File: config.mk
export PLATFORM = sky130hd
export DESIGN_NAME = swm_master
export DESIGN_NICKNAME = d
export VERILOG_FILES = /design/src/swm_pkg.sv /design/src/swm_crc8.sv /design/src/swm_master.sv
export SDC_FILE = /design/constraint.sdc
export NUM_CORES = 1
export LEC_CHECK = 0
export BUFFER_PORTS_ARGS = -buffer_cell sky130_fd_sc_hd__buf_4
export CELL_PAD_IN_SITES_DETAIL_PLACEMENT = 0
export CELL_PAD_IN_SITES_GLOBAL_PLACEMENT = 2
export CORE_UTILIZATION = 33
export DETAILED_ROUTE_END_ITERATION = 10
export PLACE_DENSITY_LB_ADDON = 0.15
export REMOVE_ABC_BUFFERS = 1
export SLEW_MARGIN = 0
export SYNTH_ARGS = -nofsm -noshare
export SYNTH_HDL_FRONTEND = slang
export SYNTH_SLANG_ARGS = --single-unit
File: constraint.sdc
create_clock -name clk -period 3.15 [get_ports clk]
set_input_delay 0.1575 -clock clk [delete_from_list [all_inputs] [get_ports clk]]
set_output_delay 0.1575 -clock clk [all_outputs]
set_load 0.01 [all_outputs]
File: src/swm_pkg.sv
/*
 * package for the single-wire bus master: slot timing, command codes, widths.
 * assumes a 10 MHz system clock; all times are in nanoseconds.
 */
package swm_pkg;
    localparam int CLK_PERIOD_NS = 100;
    // ==========================================================
    // bus timing in ns, as printed
    localparam int RESET_LOW_TIME_NS = 480_000;
    localparam int RESET_HIGH_TIME_NS = 480_000;
    localparam int PRESENCE_SAMPLE_POINT_NS = 70_000;
    localparam int WRITE_ONE_LOW_TIME_NS = 6_000;
    localparam int WRITE_ZERO_LOW_TIME_NS = 60_000;
    localparam int READ_LOW_TIME_NS = 2_000;
    localparam int READ_SAMPLE_POINT_NS = 13_000;
    localparam int SLOT_DURATION_NS = 65_000;
    localparam int SLOT_RECOVERY_TIME_NS = 5_000;
    localparam int FALL_TIME_NS = 0;
    localparam int RESPONDER_RESET_NS = 120_000;
    // ==========================================================
    // cycle counts: least times round up, longest round down
    localparam int RESET_LOW_CYC =
        (RESET_LOW_TIME_NS + FALL_TIME_NS + CLK_PERIOD_NS - 1) / CLK_PERIOD_NS;
    localparam int RESET_HIGH_CYC = (RESET_HIGH_TIME_NS + CLK_PERIOD_NS - 1) / CLK_PERIOD_NS;
    localparam int PRESENCE_SAMPLE_CYC = PRESENCE_SAMPLE_POINT_NS / CLK_PERIOD_NS;
    localparam int WRITE_ONE_LOW_CYC = WRITE_ONE_LOW_TIME_NS / CLK_PERIOD_NS;
    localparam int WRITE_ZERO_LOW_CYC =
        (WRITE_ZERO_LOW_TIME_NS + CLK_PERIOD_NS - 1) / CLK_PERIOD_NS;
    localparam int READ_LOW_CYC = (READ_LOW_TIME_NS + CLK_PERIOD_NS - 1) / CLK_PERIOD_NS;
    localparam int READ_SAMPLE_CYC = READ_SAMPLE_POINT_NS / CLK_PERIOD_NS;
    localparam int SLOT_CYC = (SLOT_DURATION_NS + CLK_PERIOD_NS - 1) / CLK_PERIOD_NS;
    localparam int RECOVERY_CYC = (SLOT_RECOVERY_TIME_NS + CLK_PERIOD_NS - 1) / CLK_PERIOD_NS;
    localparam int RESPONDER_RESET_CYC = RESPONDER_RESET_NS / CLK_PERIOD_NS;
    // ==========================================================
    // identification word and commands
    localparam int ID_BITS = 64;
    localparam int CRC_BITS = 8;
    localparam int CMD_BITS = 8;
    localparam logic [7:0] CMD_READ_ID_A = 8'h33;
    localparam logic [7:0] CMD_READ_ID_B = 8'h0F;
    localparam logic [7:0] CMD_SEARCH = 8'hF0;
    localparam logic [7:0] CRC_POLY_REFLECTED = 8'h8C;
    localparam logic [7:0] CRC_INIT = 8'h00;
    localparam logic [1:0] OP_RESET = 2'h0;
    localparam logic [1:0] OP_READ_ID = 2'h1;
    localparam logic [1:0] OP_SEARCH = 2'h2;
    localparam logic [1:0] OP_COMMAND = 2'h3;
endpackage
File: src/swm_crc8.sv
/*
 * serial crc-8 checker, one bit per strobe, lsb first.
 * assumes clear and shift are never raised together with meaning.
 */
`timescale 1ns/1ps
`default_nettype none
module swm_crc8
    import swm_pkg::*;
(
    input wire logic clk,
    input wire logic srst,
    input wire logic clear,
    input wire logic shift,
    input wire logic bit_in,
    output logic [7:0] crc
);
    logic [7:0] crc_q;
    logic fb;
    // ==========================================================
    // reflected x^8+x^5+x^4+1 shift register
    assign fb = crc_q[0] ^ bit_in;
    always_ff @(posedge clk) begin
        if (srst || clear) begin
            crc_q <= CRC_INIT;
        end else if (shift) begin
            crc_q <= (crc_q >> 1) ^ (fb ? CRC_POLY_REFLECTED : 8'h00);
        end
    end
    assign crc = crc_q;
endmodule
`default_nettype wire

File: src/swm_master.sv
/*
 * single-wire bus master: reset/presence, read identity, one search pass,
 * or a bare command byte. drives the open-drain line via line_oe only.
 * assumes an external pull-up resolves the line; line_in is asynchronous.
 */
// Overview of operation
// - crc uses x^8+x^5+x^4+1
// - crc starts zero, lsb first
// - crc over all 64 gives zero
// - open-drain line, wired-and, pull-up idle
// - idle high; long low resets
// - master bit rate at most 16.3kbps
// - every transaction starts with reset/presence
// - eight-bit command after presence
// - search: bit, complement, master write
// - stretch reset low by fall time
// - sample presence at fixed point
// - write-one releases early, write-zero holds
// - allow recovery between slots
// - sample read early, finish slot
// - wait reset-high before next activity
// - keep reset low under 960us
`timescale 1ns/1ps
`default_nettype none
module swm_master
    import swm_pkg::*;
#(
    parameter int RESET_LOW_CYCLES = RESET_LOW_CYC,
    parameter int RESET_HIGH_CYCLES = RESET_HIGH_CYC
)
(
    input wire logic clk,
    input wire logic srst,
    input wire logic start,
    input wire logic [1:0] op,
    input wire logic [7:0] cmd_byte,
    input wire logic [63:0] search_choice,
    output logic busy,
    output logic done,
    output logic present,
    output logic crc_ok,
    output logic search_fail,
    output logic [63:0] id_word,
    input wire logic line_in,
    output logic line_out,
    output logic line_oe
);
    // ==========================================================
    // elaboration checks
    if (RESET_LOW_CYCLES < 2 || RESET_LOW_CYCLES > 65536 ||
            RESET_HIGH_CYCLES < PRESENCE_SAMPLE_CYC + 1 ||
            RESET_HIGH_CYCLES > 65536) begin : g_bad_counts
        $error("reset counts out of range");
    end

    typedef enum logic [6:0] {
        ST_IDLE = 7'b0000001,
        ST_RST_LOW = 7'b0000010,
        ST_RST_HIGH = 7'b0000100,
        ST_SLOT_LOW = 7'b0001000,
        ST_SLOT_REST = 7'b0010000,
        ST_NEXT = 7'b0100000,
        ST_DONE = 7'b1000000
    } swm_state_t;

    typedef enum logic [3:0] {
        PH_CMD = 4'b0001,
        PH_READ = 4'b0010,
        PH_SRCH_RD = 4'b0100,
        PH_SRCH_WR = 4'b1000
    } swm_phase_t;

    // ==========================================================
    // line synchroniser: first stage feeds only the second
    logic sync1_q, sync2_q;
    always_ff @(posedge clk) begin
        if (srst) begin
            sync1_q <= 1'b1;
            sync2_q <= 1'b1;
        end else begin
            sync1_q <= line_in;
            sync2_q <= sync1_q;
        end
    end

    swm_state_t state_q;
    swm_phase_t phase_q;
    logic [1:0] op_q;
    logic [7:0] cmd_q;
    logic [63:0] choice_q;
    logic [63:0] id_q;
    logic [15:0] cnt_q;
    logic [6:0] bit_q;
    logic tx_bit_q;
    logic is_read_q;
    logic rd_true_q, rd_val_q;
    logic present_q, done_q, fail_q, srch_true_q;
    logic crc_clear, crc_shift;
    logic [7:0] crc_val;
    logic [15:0] low_len;
    logic slot_end;

    // slot geometry: read slots and write-one slots release early
    always_comb begin
        if (is_read_q) begin
            low_len = 16'(READ_LOW_CYC);
        end else if (tx_bit_q) begin
            low_len = 16'(WRITE_ONE_LOW_CYC);
        end else begin
            low_len = 16'(WRITE_ZERO_LOW_CYC);
        end
    end
    // full slot plus recovery keeps the rate well under 16.3 kbps
    assign slot_end = (cnt_q == 16'(SLOT_CYC + RECOVERY_CYC - 1));

    // ==========================================================
    // main sequencer
    always_ff @(posedge clk) begin
        if (srst) begin
            state_q <= ST_IDLE;
            phase_q <= PH_CMD;
            op_q <= OP_RESET;
            cmd_q <= 8'h00;
            choice_q <= 64'h0;
            cnt_q <= 16'h0;
            bit_q <= 7'h00;
            tx_bit_q <= 1'b1;
            is_read_q <= 1'b0;
            rd_true_q <= 1'b0;
            rd_val_q <= 1'b1;
        end else begin
            unique case (state_q)
                ST_IDLE: begin
                    if (start) begin
                        op_q <= op;
                        choice_q <= search_choice;
                        unique case (op)
                            OP_READ_ID: cmd_q <= CMD_READ_ID_A;
                            OP_SEARCH: cmd_q <= CMD_SEARCH;
                            default: cmd_q <= cmd_byte;
                        endcase
                        cnt_q <= 16'h0;
                        state_q <= ST_RST_LOW;
                    end
                end
                ST_RST_LOW: begin
                    // held for reset low plus fall time, not longer
                    if (cnt_q == 16'(RESET_LOW_CYCLES - 1)) begin
                        cnt_q <= 16'h0;
                        state_q <= ST_RST_HIGH;
                    end else begin
                        cnt_q <= cnt_q + 16'h1;
                    end
                end
                ST_RST_HIGH: begin
                    // nothing new until reset-high time has passed
                    if (cnt_q == 16'(RESET_HIGH_CYCLES - 1)) begin
                        cnt_q <= 16'h0;
                        bit_q <= 7'h00;
                        phase_q <= PH_CMD;
                        if (!present_q || op_q == OP_RESET) begin
                            state_q <= ST_DONE;
                        end else begin
                            is_read_q <= 1'b0;
                            tx_bit_q <= cmd_q[0];
                            state_q <= ST_SLOT_LOW;
                        end
                    end else begin
                        cnt_q <= cnt_q + 16'h1;
                    end
                end
                ST_SLOT_LOW: begin
                    // each slot opens with our falling edge
                    cnt_q <= cnt_q + 16'h1;
                    if (cnt_q == low_len - 16'h1) begin
                        state_q <= ST_SLOT_REST;
                    end
                end
                ST_SLOT_REST: begin
                    cnt_q <= cnt_q + 16'h1;
                    if (is_read_q && cnt_q == 16'(READ_SAMPLE_CYC)) begin
                        rd_val_q <= sync2_q;
                    end
                    if (slot_end) begin
                        state_q <= ST_NEXT;
                    end
                end
                ST_NEXT: begin
                    cnt_q <= 16'h0;
                    state_q <= ST_SLOT_LOW;
                    unique case (phase_q)
                        PH_CMD: begin
                            if (bit_q == 7'(CMD_BITS - 1)) begin
                                bit_q <= 7'h00;
                                is_read_q <= (op_q != OP_COMMAND);
                                if (op_q == OP_SEARCH) begin
                                    phase_q <= PH_SRCH_RD;
                                end else if (op_q == OP_READ_ID) begin
                                    phase_q <= PH_READ;
                                end else begin
                                    state_q <= ST_DONE;
                                end
                            end else begin
                                bit_q <= bit_q + 7'h1;
                                tx_bit_q <= cmd_q[3'(bit_q + 7'h1)];
                            end
                        end
                        PH_READ: begin
                            if (bit_q == 7'(ID_BITS - 1)) begin
                                state_q <= ST_DONE;
                            end
                            bit_q <= bit_q + 7'h1;
                        end
                        PH_SRCH_RD: begin
                            // triplet: true bit, complement, then our write
                            if (!rd_true_q) begin
                                rd_true_q <= 1'b1;
                            end else begin
                                rd_true_q <= 1'b0;
                                is_read_q <= 1'b0;
                                tx_bit_q <= choice_q[bit_q[5:0]];
                                phase_q <= PH_SRCH_WR;
                                // both reads high: nobody left, so the pass stops here
                                // rather than spending three slots on every bit left
                                if (srch_true_q && rd_val_q) begin
                                    state_q <= ST_DONE;
                                end
                            end
                        end
                        PH_SRCH_WR: begin
                            is_read_q <= 1'b1;
                            phase_q <= PH_SRCH_RD;
                            if (bit_q == 7'(ID_BITS - 1)) begin
                                state_q <= ST_DONE;
                            end
                            bit_q <= bit_q + 7'h1;
                        end
                        default: state_q <= ST_DONE;
                    endcase
                end
                ST_DONE: state_q <= ST_IDLE;
                default: state_q <= ST_IDLE;
            endcase
        end
    end

    // ==========================================================
    // presence sampled at a fixed point after release
    always_ff @(posedge clk) begin
        if (srst) begin
            present_q <= 1'b0;
        end else if (state_q == ST_RST_HIGH && cnt_q == 16'(PRESENCE_SAMPLE_CYC)) begin
            present_q <= !sync2_q;
        end
    end

    // ==========================================================
    // identity capture; search records the chosen path
    always_ff @(posedge clk) begin
        if (srst) begin
            id_q <= 64'h0;
            srch_true_q <= 1'b1;
            fail_q <= 1'b0;
        end else if (state_q == ST_IDLE && start) begin
            id_q <= 64'h0;
            fail_q <= 1'b0;
        end else if (state_q == ST_NEXT) begin
            if (phase_q == PH_READ) begin
                id_q[bit_q[5:0]] <= rd_val_q;
            end else if (phase_q == PH_SRCH_RD && !rd_true_q) begin
                srch_true_q <= rd_val_q;
            end else if (phase_q == PH_SRCH_RD) begin
                id_q[bit_q[5:0]] <= choice_q[bit_q[5:0]];
                // both reads high: nobody left in the search
                if (srch_true_q && rd_val_q) begin
                    fail_q <= 1'b1;
                end
            end
        end
    end

    // crc over the 64 collected bits must end at zero
    assign crc_clear = (state_q == ST_IDLE);
    assign crc_shift = (state_q == ST_NEXT) &&
        (phase_q == PH_READ || (phase_q == PH_SRCH_RD && rd_true_q));
    swm_crc8 u_crc (
        .clk(clk),
        .srst(srst),
        .clear(crc_clear),
        .shift(crc_shift),
        .bit_in(phase_q == PH_READ ? rd_val_q : choice_q[bit_q[5:0]]),
        .crc(crc_val)
    );

    always_ff @(posedge clk) begin
        if (srst) begin
            done_q <= 1'b0;
        end else begin
            done_q <= (state_q == ST_DONE);
        end
    end

    // ==========================================================
    // outputs; line only ever pulled low, never driven high
    assign line_out = 1'b0;
    assign line_oe = (state_q == ST_RST_LOW) || (state_q == ST_SLOT_LOW);
    assign busy = (state_q != ST_IDLE);
    assign done = done_q;
    assign present = present_q;
    assign search_fail = fail_q;
    assign crc_ok = (crc_val == 8'h00) && (id_q != 64'h0);
    assign id_word = id_q;
endmodule
`default_nettype wire

-- Word level (Yosys, flattened, before mapping)
Cells that the tools add are included.
- register bits after elaboration: 190
- input bits: 78
- output and inout bits: 71
- add/sub/neg operators: 3
- $lt $le $gt $ge: 3
- equal/unequal tests: 38
- mux-type cells: 57
- bitwise operators: 5
- reduce and logical (&&, ||, !) cells: 38
- operator list (operator ; count):
    $mux 64 ; 3
    $bwmux 64 ; 2
    $mux 7 ; 14
    $pmux 16 s4 ; 1
    $reduce_bool 64->1 ; 1
    $pmux 7 s6 ; 1
    $eq 16x10->1 const B ; 2
    $mux 16 ; 2
    $pmux 7 s2 ; 2
    $pmux 7 s3 ; 1
    $mux 10 ; 2
    $mux 4 ; 5
    $reduce_and 6->1 ; 3
    $add 16x1->16 const B ; 1
    $eq 16x13->1 const B ; 1
    $eq 16x16->1 ; 1
    $eq 16x8->1 const B ; 1
    $ne 2x2->1 const B ; 8
    $pmux 8 s2 ; 1
    $sub 16x1->16 const B ; 1
    $eq 7x3->1 const B ; 2
    $eq 7x6->1 const B ; 2
    $mux 1 ; 13
    $pmux 4 s3 ; 1
    43 further kinds ; 73

-- Logic depth before layout (Yosys ltp)
Gate-level depths: netlist (run 1).
- depth in word-level cells: 8
- mapped depth: 11
- gate-level depth less buffers: 8

-- Modules after synthesis
Synthesis (run 1) repeated with hierarchy kept, for this count alone.
- cells, all modules: 1071
- area, all modules: 9238.9 µm²
- modules (own cells, without submodules) (module ; times used ; cells an instance ; area each (µm²)):
    swm_master ; 1 ; 1037 ; 8893.5
    swm_crc8 ; 1 ; 34 ; 345.3

-- Worst setup path before layout (run 1)
OpenSTA, ideal clock, no wires.
- path type: register -> register
- start: register bit_q[0]
- end: register u_crc.crc_q[2] (netlist: u_crc.crc[2])
- library setup time: 121 ps
- data arrival time: 2176 ps
- setup slack: 853 ps
- stages on the path, launching flop included: 11
- path buffers: 4
- period minus slack after synthesis: 2297 ps
- cells stage by stage: dfxtp_1 -> buf_4 -> buf_6 -> mux4_2 -> a32o_1 -> nor3_2 -> a31oi_4 -> buf_6 -> buf_4 -> o21ai_1 -> nand3_1
- cells in the longest elaborated chain, start to end: 6
- ends and longest elaborated chain (item ; line ; text):
    from (decl) ; swm_master.sv:93 ; logic [6:0] bit_q;
    from (signal assigned) ; swm_master.sv:204 ; bit_q <= bit_q + 7'h1;
    from (signal assigned) ; swm_master.sv:212 ; bit_q <= bit_q + 7'h1;
    from (signal assigned) ; swm_master.sv:236 ; bit_q <= bit_q + 7'h1;
    $bmux 1 s6 ; swm_master.sv:291 ; .bit_in(phase_q == PH_READ ? rd_val_q : choice_q[bit_q[5:0]]),
    $mux 1 (implied by the code) ; swm_master.sv:291 ;
    $mux 1 ; swm_master.sv:291 ;
    $xor 1x1->1 ; swm_crc8.sv:21 ; assign fb = crc_q[0] ^ bit_in;
    $mux 8 ; swm_crc8.sv:26 ; crc_q <= (crc_q >> 1) ^ (fb ? CRC_POLY_REFLECTED : 8'h00);
    $xor 7x8->8 ; swm_crc8.sv:26 ;
    to (signal assigned) ; swm_crc8.sv:26 ;
    to (decl) ; swm_crc8.sv:17 ; logic [7:0] crc_q;
No other way between the ends. The select of a mux whose other input is x is not followed.
A chain may end at the register's enable or synchronous reset.

-- Worst setup path in the final report (run 1)
- start: register bit_q[1]
- end: register u_crc.crc_q[7] (netlist: u_crc.crc[7])
Same word-level chain as after synthesis.

==> results_dict.tcl, run 1 <==
set metrics [dict create \
    violations "design-rule violations" \
    p_leak_uw 0.00426 \
    worstPathMaxFanout 69 \
    routed_wl_microns 27000 \
    final_common_cell "nand2_1" \
    n_fill_cell 2681 \
    synthXorXnorAreaFrac 0.0226 \
    nNetsFinal 1396 \
    ys_seq_area_frac 0.426 \
    synth_cell_types 62 \
    synth_mux_area_frac 0.0544 \
    synth_compound_area_frac 0.167 \
    synthArstFlopShare 0 \
    grt_max_degree 85 \
    status "finished with violations" \
    drt-pass1-iter-count 8 \
    period_needed_ps 2730 \
    finalCritPeriodShare 0.867 \
    die_h_microns 166 \
    critPathKind "reg -> reg" \
    crit_arrival_ps 3030 \
    dp_cells 1555 \
    n_antenna_cell 0 \
    finalSetupViolations 0 \
    syn-cell-area_sq_mm 0.00892 \
    synth_area_per_cell_sq_um 7.91 \
    setup_slack_ps 418 \
    die_x_microns 166 \
    area_delta_synth_final_pct 30.6 \
    synth_adder_area_share 0.0126 \
    cts_buffers 17 \
    gp_congestion 0.782 \
    vias_per_cell 5.16 \
    io_buffers 147 \
    max-clock-path-buffers 2 \
    final_cell_mix "nand2_1, dfxtp_1, buf_4, a21oi_1, nor2_1" \
    grt_util_all_layers 0.195 \
    start_util 0.339 \
    ys.flop_type "dfxtp_1" \
    rsz0062_at_grt "no" \
    grt_antenna_before_repair 0 \
    core_area_sq_mm 0.0263 \
    grt_pass1_wl_microns 43300 \
    synth-simple-area-share 0.269 \
    vias 8542 \
    fmax_ghz 0.366 \
    power.density_mw_per_mm2 531 \
    setup_tns_ps 0 \
    max_slew.worst_pin.slew_ps 958 \
    grt_pass1_vias 7945 \
    insertion_delay_ps 430 \
    wl_per_cell_microns 16.3 \
    io_pins 149 \
    crit_required_ps 3450 \
    drc_errors 10 \
    post-place-ws_ps 389 \
    endpoint_kind "register" \
    fin_cells 1657 \
    dp_hpwl_microns 18300 \
    cts_tree "yes" \
    drive_above_1_share 0.188 \
    crit_path_start "bit_q[1]$_SDFFE_PP0P_" \
    clkSlewWorstSetupHoldPaths_ps 70 \
    grt_overflow 0 \
    slew_viol_final 0 \
    relSlewSlack 0.362 \
    synth_edf_count 0 \
    ys_warn_count 0 \
    worstSetupStartpointType "register" \
    cts_root_buf "clkbuf_16" \
    cts.sinks 190 \
    r2r-start "bit_q[1]$_SDFFE_PP0P_" \
    drtIter0Drc 471 \
    hp-class "in -> reg" \
    htree_levels 4 \
    hp-start "cmd_byte[7]" \
    cap_violations 0 \
    rows 59 \
    synth_top_family_by_area "simple AND/OR/NAND/NOR gates" \
    die_area_sq_mm 0.0277 \
    path_cells "buf_4 > mux4_2 > o22ai_1 > nor3_1 > a31oi_4 > buf_12 > xnor2_1 > a21oi_1" \
    cp_slowest_cell "dfxtp_1" \
    ir_worst_vdd_uv 340 \
    finClkSkew_ps 12.9 \
    ys_ff_latch 190 \
    critPathMaxStageDelay_ps 690 \
    hold_viol 0 \
    syn_inst 1128 \
    postRouteAntennaNets 0 \
]
==> where the power goes <==
part / internal, uW / switching, uW / leakage [uW]
clock: 1070 / 1090 / 0.000291
combinational: 510 / 780 / 0.00243
sequential: 2600 / 120 / 0.00154
==> cells by family (layout without fill, tap and decap cells) <==
group / count (synthesis) / in the layout
buffers and inverters: 100 / 294
other: 1 / 1
XOR/XNOR: 23 / 23
adder cells (fa/ha/maj): 9 / 9
flip-flops: 190 / 190
AO/OA/AOI/OAI: 268 / 268
AND/OR/NAND/NOR: 506 / 506
multiplexers: 31 / 31
==> final cells by class <==
cell class              instances  area [sq um]  share of cell area
multi-input cells             838          4700               0.403
well taps                     335           419              0.0360
clock buffers                  17           425              0.0365
flip-flops and latches        190          3800               0.327
inverters                      13          48.8             0.00419
repair buffers                249          2080               0.179
clock inverters                15           170              0.0146
==> metrics by stage <==
step | instance area [sq um] | hold slack [ps] | power, uW | util
6_report | 11600 | 21.8 | 6180 | 0.443
4_1_cts | 11600 | 4.87 | 6270 | 0.443
3_3_place_gp | 10300 | 346 | 4010 | 0.394
2_1_floorplan | 8540 | 227 | 3520 | -
3_5_place_dp | 10300 | 347 | 4020 | 0.394
5_1_grt | 11600 | 27.4 | 6550 | 0.443
==> cell usage after synthesis (all sizes together), types with 2 or more instances <==
cell	number	share of area
nand2b	9	0.0063
and4bb	2	0.0032
a211oi	8	0.0067
a22oi	2	0.0017
a32o	2	0.0022
o22ai	4	0.0028
nor3	29	0.020
or4	2	0.0017
or3b	2	0.0020
a21boi	2	0.0017
nand3	33	0.019
buf	28	0.017
or3	7	0.0049
nor2	105	0.044
clkbuf	59	0.025
and4b	3	0.0034
or2	3	0.0021
nand4	11	0.0077
nand4b	10	0.0098
a211o	3	0.0029
nor2b	8	0.0056
dfxtp	190	0.43
xor2	11	0.011
mux4	14	0.035
a21oi	151	0.085
o21ai	78	0.044
nor3b	4	0.0034
a31o	2	0.0020
inv	13	0.0055
and2	2	0.0014
nor4	30	0.022
mux2i	17	0.019
and4	2	0.0022
ha	9	0.013
nand3b	5	0.0042
nand2	223	0.094
a2111oi	3	0.0051
xnor2	12	0.012
a31oi	6	0.0066
nor4b	3	0.0029
and3	13	0.0091
==> final timing paths <==
check / end / slack, ps / cells after the start
worst max-delay path: u_crc.crc[7]$_SDFFE_PP0P_ / 420 / 8
worst min-delay path: cmd_q[7]$_SDFFE_PP0P_ / 20 / 3
worst max register to register: u_crc.crc[7]$_SDFFE_PP0P_ / 420 / 8
worst min register to register: sync2_q$_SDFF_PP1_ / 420 / 1
==> worst max-delay path, delay by kind of cell (launching register included) <==
family,cells,cell delay (ps)
muxes,1,550
xor gates and xnor gates,1,160
AOI/OAI and AO/OA,3,480
DFF,1,690
buffers and inverters,2,580
and+or+nand+nor,1,110
==> layer usage <==
| metal | vias to the layer above | GRT usage | share of wire |
|---|---|---|---|
| li1 | 4286 | - | - |
| met1 | 4032 | 0.276 | 0.50 |
| met2 | 209 | 0.307 | 0.45 |
| met3 | 15 | 0.0336 | 0.041 |
| met4 | 0 | 0.0443 | 0.0075 |
| met5 | - | 0 | 0 |
==> registers in the layout (all words and copies together), names as in the netlist, 2 cells and up <==
| signal | flops |
|---|---|
| bit_q | 7 |
| choice_q | 64 |
| cmd_q | 8 |
| cnt_q | 16 |
| id_word | 64 |
| op_q | 2 |
| phase_q | 4 |
| state_q | 7 |
| u_crc.crc | 8 |
==> what timing repair did <==
| action | 4_1_cts | 5_1_grt |
|---|---|---|
| hold buffers | 70 | 0 |
| endpoints found under the hold margin | 70 | 0 |
| gates resized for setup | 0 | 0 |
| setup endpoints to repair | 0 | 0 |
| setup buffers | 0 | 0 |
Power figures use the tool's default switching activity.
==> run 2: changes to the inputs <==
--- a/config.mk
+++ b/config.mk
@@ -8,7 +8,7 @@
 export BUFFER_PORTS_ARGS = -buffer_cell sky130_fd_sc_hd__buf_4
 export CELL_PAD_IN_SITES_DETAIL_PLACEMENT = 0
 export CELL_PAD_IN_SITES_GLOBAL_PLACEMENT = 2
-export CORE_UTILIZATION = 33
+export CORE_UTILIZATION = 30
 export DETAILED_ROUTE_END_ITERATION = 10
 export PLACE_DENSITY_LB_ADDON = 0.15
 export REMOVE_ABC_BUFFERS = 1
==> constraint.sdc (replaced) <==
create_clock -name clk -period 2.35 [get_ports clk]
set_input_delay 0.1175 -clock clk [delete_from_list [all_inputs] [get_ports clk]]
set_output_delay 0.1175 -clock clk [all_outputs]
set_load 0.01 [all_outputs]
==> results_dict.tcl, run 2 (synthesized netlist as in run 1, its figures left out) <==
set metrics [dict create \
    finClkSkew_ps 14.8 \
    n_antenna_cell 0 \
    setup_tns_ps -1680 \
    n_fill_cell 2999 \
    fmax_ghz 0.414 \
    reg2reg_depth 10 \
    drive_above_1_share 0.278 \
    core_area_sq_mm 0.0290 \
    r2r-start "bit_q[0]$_SDFFE_PP0P_" \
    status "finished with violations" \
    grt_pass1_wl_microns 45000 \
    p_comb_frac 0.244 \
    violations "negative setup slack" \
    die_h_microns 174 \
    seqPwrFrac 0.417 \
    grt_pass1_vias 8246 \
    finalSetupViolations 54 \
    hold_depth 2 \
    critPathKind "reg -> reg" \
    crit_required_ps 2660 \
    htree_levels 4 \
    power.density_mw_per_mm2 679 \
    p_leak_uw 0.00484 \
    period_needed_ps 2420 \
    cp_top_family "multiplexers" \
    power_uw 8730 \
    postRouteAntennaNets 0 \
    grt_util_all_layers 0.185 \
    rows 62 \
    insertion_delay_ps 440 \
    fin_util 0.443 \
    cts_tree "yes" \
    vias 8714 \
    p_switching_uw 2830 \
    dp_hpwl_microns 19600 \
    drtIter0Drc 511 \
    die_area_sq_mm 0.0304 \
    reg2reg_to "id_word[47]$_SDFFE_PP0P_" \
    setup_slack_ps -65.0 \
    grt_antenna_before_repair 0 \
    grt_max_degree 75 \
    slew_viol_final 0 \
    max_slew.worst_pin.slew_ps 935 \
    relSlewSlack 0.372 \
    area_delta_synth_final_pct 44.1 \
    io_pins 149 \
    wl_per_cell_microns 16.1 \
    rsz0062_at_grt "yes" \
    cts.sinks 190 \
    hold_viol 0 \
    crit_arrival_ps 2730 \
    p_sw_frac 0.324 \
    clkSlewWorstSetupHoldPaths_ps 80 \
    final_common_cell "buf_4" \
    final_cell_mix "buf_4, nand2_1, dfxtp_1, a21oi_1, nor2_1" \
    hp-class "in -> reg" \
    io_buffers 147 \
    die_x_microns 174 \
    ir_worst_vdd_uv 435 \
    path_buf_inv 3 \
    cap_violations 0 \
    endpoint_kind "register" \
    ff2ff_setup_slack_ps -70 \
    path_cells "buf_6 > mux4_2 > mux2i_4 > o22ai_2 > nor3_4 > a31oi_4 > buf_12 > clkbuf_16 > nand2_4 > a21oi_1" \
    critPathMaxStageDelay_ps 530 \
    start_util 0.307 \
    routed_wl_microns 28600 \
    min_to "cnt_q[1]$_SDFFE_PP0P_" \
    cts_buffers 17 \
    p_clk_frac 0.339 \
    drt-pass1-iter-count 5 \
    worstPathMaxFanout 8 \
    internal_power_uw 5900 \
    worstSetupStartpointType "register" \
    vias_per_cell 4.89 \
    hp-start "srst" \
    finalCritPeriodShare 1.03 \
    nNetsFinal 1472 \
    grt_overflow 0 \
    drc_errors 0 \
    path_depth 10 \
    gp_congestion 0.765 \
    cp_slowest_cell "mux4_2" \
    cts_root_buf "clkbuf_16" \
    max-clock-path-buffers 2 \
]
## run 2: cell count changes in the layout (fill, tap and decap cells not counted), moves of 7 or more
cell,before,now
a21oi_1,151,142
a21oi_2,0,9
buf_4,176,228
nand2_2,2,21
nand2_1,221,195
nand2_4,0,7
buf_12,3,13
## run 2: worst max-delay path by stage
stage | from | end | slack (ps)
global placement | bit_q[0]$_SDFFE_PP0P_ | id_word[49]$_SDFFE_PP0P_ | -150
detailed placement | bit_q[0]$_SDFFE_PP0P_ | u_crc.crc[2]$_SDFFE_PP0P_ | -150
floorplan | state_q[1]$_SDFFE_PP0P_ | search_fail$_SDFFE_PP0P_ | -1240
CTS | bit_q[0]$_SDFFE_PP0P_ | id_word[49]$_SDFFE_PP0P_ | -30
finish | bit_q[0]$_SDFFE_PP0P_ | id_word[47]$_SDFFE_PP0P_ | -70
global route | bit_q[0]$_SDFFE_PP0P_ | id_word[51]$_SDFFE_PP0P_ | -130
## run 2: cell type report
| class | count | area [sq um] | share of cell area |
|---|---|---|---|
| timing repair buffer | 324 | 2850 | 0.222 |
| sequential | 190 | 3810 | 0.296 |
| clock buffer | 18 | 439 | 0.0342 |
| inverter | 13 | 48.8 | 0.00380 |
| tap | 384 | 480 | 0.0374 |
| clock inverter | 14 | 166 | 0.0130 |
| multi-input combinational | 839 | 5050 | 0.393 |
## run 2: what timing repair did
item | CTS | global route
pin swaps | 1 | 24
endpoints found under the hold margin | 75 | 0
endpoints found under the setup margin | 80 | 93
gates cloned | 0 | 5
resized for setup | 8 | 84
setup buffers | 1 | 7
hold buffers | 75 | 0
## run 2: power by group through the flow
stage,Sequential [uW],Combinational [uW],Clock [uW]
after CTS,3630,1990,3060
after detailed placement,3710,1880,0
after global routing,3670,2350,3190
after floorplan,3670,1050,0
after global placement,3710,1880,0
final,3640,2130,2960
## run 2: through the flow
stage,instances,hold slack (ps),setup slack (ps),cell area (sq um)
floorplan,1041,187,-1240,8540
global placement,1664,308,-153,11000
detailed placement,1664,307,-152,11000
CTS,1772,53.8,-31.2,12400
global route,1782,58.5,-135,12800
finish,1782,65.7,-65.0,12800
## run 2: per-layer routing
metal	wire length, microns	global-route usage	vias up
li1	-	-	4452
met4	252	0.0504	0
met1	14000	0.260	4080
met2	13500	0.298	168
met5	0	0	-
met3	876	0.0232	14
==> run 3: changes to the inputs <==
==> constraint.sdc (replaced) <==
create_clock -name clk -period 2 [get_ports clk]
set_input_delay 0.1 -clock clk [delete_from_list [all_inputs] [get_ports clk]]
set_output_delay 0.1 -clock clk [all_outputs]
set_load 0.01 [all_outputs]
==> results_dict.tcl, run 3 (synthesized netlist as in run 1, its figures left out) <==
set metrics [dict create \
    max_slew.worst_pin.slew_ps 527 \
    start_util 0.307 \
    io_pins 149 \
    violations "negative setup slack" \
    ir_worst_vdd_uv 610 \
    slew_viol_final 0 \
    hp-class "in -> reg" \
    fin_cells 1835 \
    status "finished with violations" \
    critPathKind "reg -> reg" \
    insertion_delay_ps 440 \
    cts_root_buf "clkbuf_16" \
    relSlewSlack 0.640 \
    grt_util_all_layers 0.194 \
    dr_wl_met3_microns 927 \
    period_needed_ps 2300 \
    topRoutingLayerUsed "met4" \
    rsz0062_at_grt "yes" \
    cts_buffers 17 \
    grt_overflow 0 \
    drive_above_1_share 0.320 \
    grt_antenna_before_repair 0 \
    hold_viol 0 \
    drc_errors 0 \
    cap_violations 0 \
    rows 62 \
    grt_max_degree 90 \
    met1_length_microns 14200 \
    area_delta_synth_final_pct 51.5 \
    finalCritPeriodShare 1.15 \
    routed_wl_microns 29400 \
    routed-wl-met2_microns 14100 \
    worstSetupStartpointType "register" \
    power_uw 10600 \
    finalSetupViolations 101 \
    die_area_sq_mm 0.0304 \
    vias 9017 \
    grt_pass1_wl_microns 47100 \
    drt-pass1-iter-count 6 \
    n_fill_cell 2951 \
    htree_levels 4 \
    drtIter0Drc 461 \
    path_cells "nor4_4 > and4bb_4 > inv_2 > and4_4 > a2111o_2 > or3_1 > a21oi_1" \
    dp_cells 1706 \
    core_area_sq_mm 0.0290 \
    cts.sinks 190 \
    final_common_cell "buf_4" \
    io_buffers 147 \
    p_leak_uw 0.00509 \
    finClkSkew_ps 17.8 \
    die_x_microns 174 \
    fmax_ghz 0.434 \
    crit_required_ps 2370 \
    grt_pass1_vias 8727 \
    postRouteAntennaNets 0 \
    power.density_mw_per_mm2 784 \
    cp_slowest_cell "a2111o_2" \
    gp_congestion 0.794 \
    cp_top_family "simple AND/OR/NAND/NOR gates" \
    vias_per_cell 4.91 \
    path_buf_inv 1 \
    dp_hpwl_microns 20200 \
    setup_slack_ps -304 \
    endpoint_kind "register" \
    final_cell_mix "buf_4, nand2_1, dfxtp_1, a21oi_1, nor2_1" \
    clkSlewWorstSetupHoldPaths_ps 80 \
    critPathMaxStageDelay_ps 590 \
    crit_arrival_ps 2670 \
    n_antenna_cell 0 \
    wl_per_cell_microns 16.0 \
    fin_util 0.466 \
    nNetsFinal 1525 \
    cts_tree "yes" \
    max-clock-path-buffers 2 \
    die_h_microns 174 \
    worstPathMaxFanout 8 \
    post-place-ws_ps -550 \
]
[run 3: changes by cell type in the layout (fill, tap and decap cells not counted), sizes merged]
cell,change
buf,+55
a2111o,-1
clkinvlp,-1
clkbuf,-3
inv,+1
clkinv,+1
dlygate4sd3,+1
[run 3: path summary, 6_finish.rpt]
path	slack [ps]	startpoint	endpoint	cells after the start
hold reg to reg	420	sync1_q$_SDFF_PP1_	sync2_q$_SDFF_PP1_	1
setup reg to reg	-300	state_q[1]$_SDFFE_PP0P_	cnt_q[7]$_SDFFE_PP0P_	7
setup / recovery	-300	state_q[1]$_SDFFE_PP0P_	cnt_q[7]$_SDFFE_PP0P_	7
hold / removal	210	start	state_q[5]$_SDFFE_PP0P_	4
[run 3: final cells by class]
type                            count  area (sq um)  share of cell area
Clock inverter                     15           168              0.0124
Clock buffer                       17           425              0.0315
Timing Repair Buffer              378          3290               0.244
Tap cell                          384           480              0.0356
Inverter                           13          48.8             0.00361
Multi-Input combinational cell    838          5280               0.390
Sequential cell                   190          3820               0.283
[run 3: metal layers]
layer | GRT usage | up-vias
li1 | - | 4551
met1 | 0.264 | 4288
met2 | 0.323 | 166
met3 | 0.0295 | 12
met4 | 0.0402 | 0
met5 | 0 | -
[run 3: what timing repair did]
item                                   CTS  global route
pin swaps                               40            51
setup buffers                           12            10
hold buffers                            76             0
endpoints found under the hold margin   78             0
setup endpoints to repair              102           106
cloned                                   1             2
resized for setup                       78            79
[run 3: tightest hold or removal path, delay by kind of cell]
kind                   cells  cell delay (ps)
AOI/OAI and AO/OA          1              220
buffers and inverters      2              270
and+or+nand+nor            1               30
[run 3: where the power goes]
group / switching (uW) / leakage (uW) / internal [uW] / total (uW)
Clock: 1780 / 0.000291 / 1690 / 3470
Sequential: 182 / 0.00155 / 4100 / 4280
Combinational: 1480 / 0.00325 / 1360 / 2840
[run 3: stage by stage]
stage          TNS (ps)  hold WS, ps  instance area [sq um]
6_report         -23140          215                  13500
5_1_grt          -32100          220                  13500
4_1_cts          -23280          174                  13100
3_5_place_dp     -41870          290                  11300
3_3_place_gp     -39060          288                  11300
2_1_floorplan   -152410          169                   8540
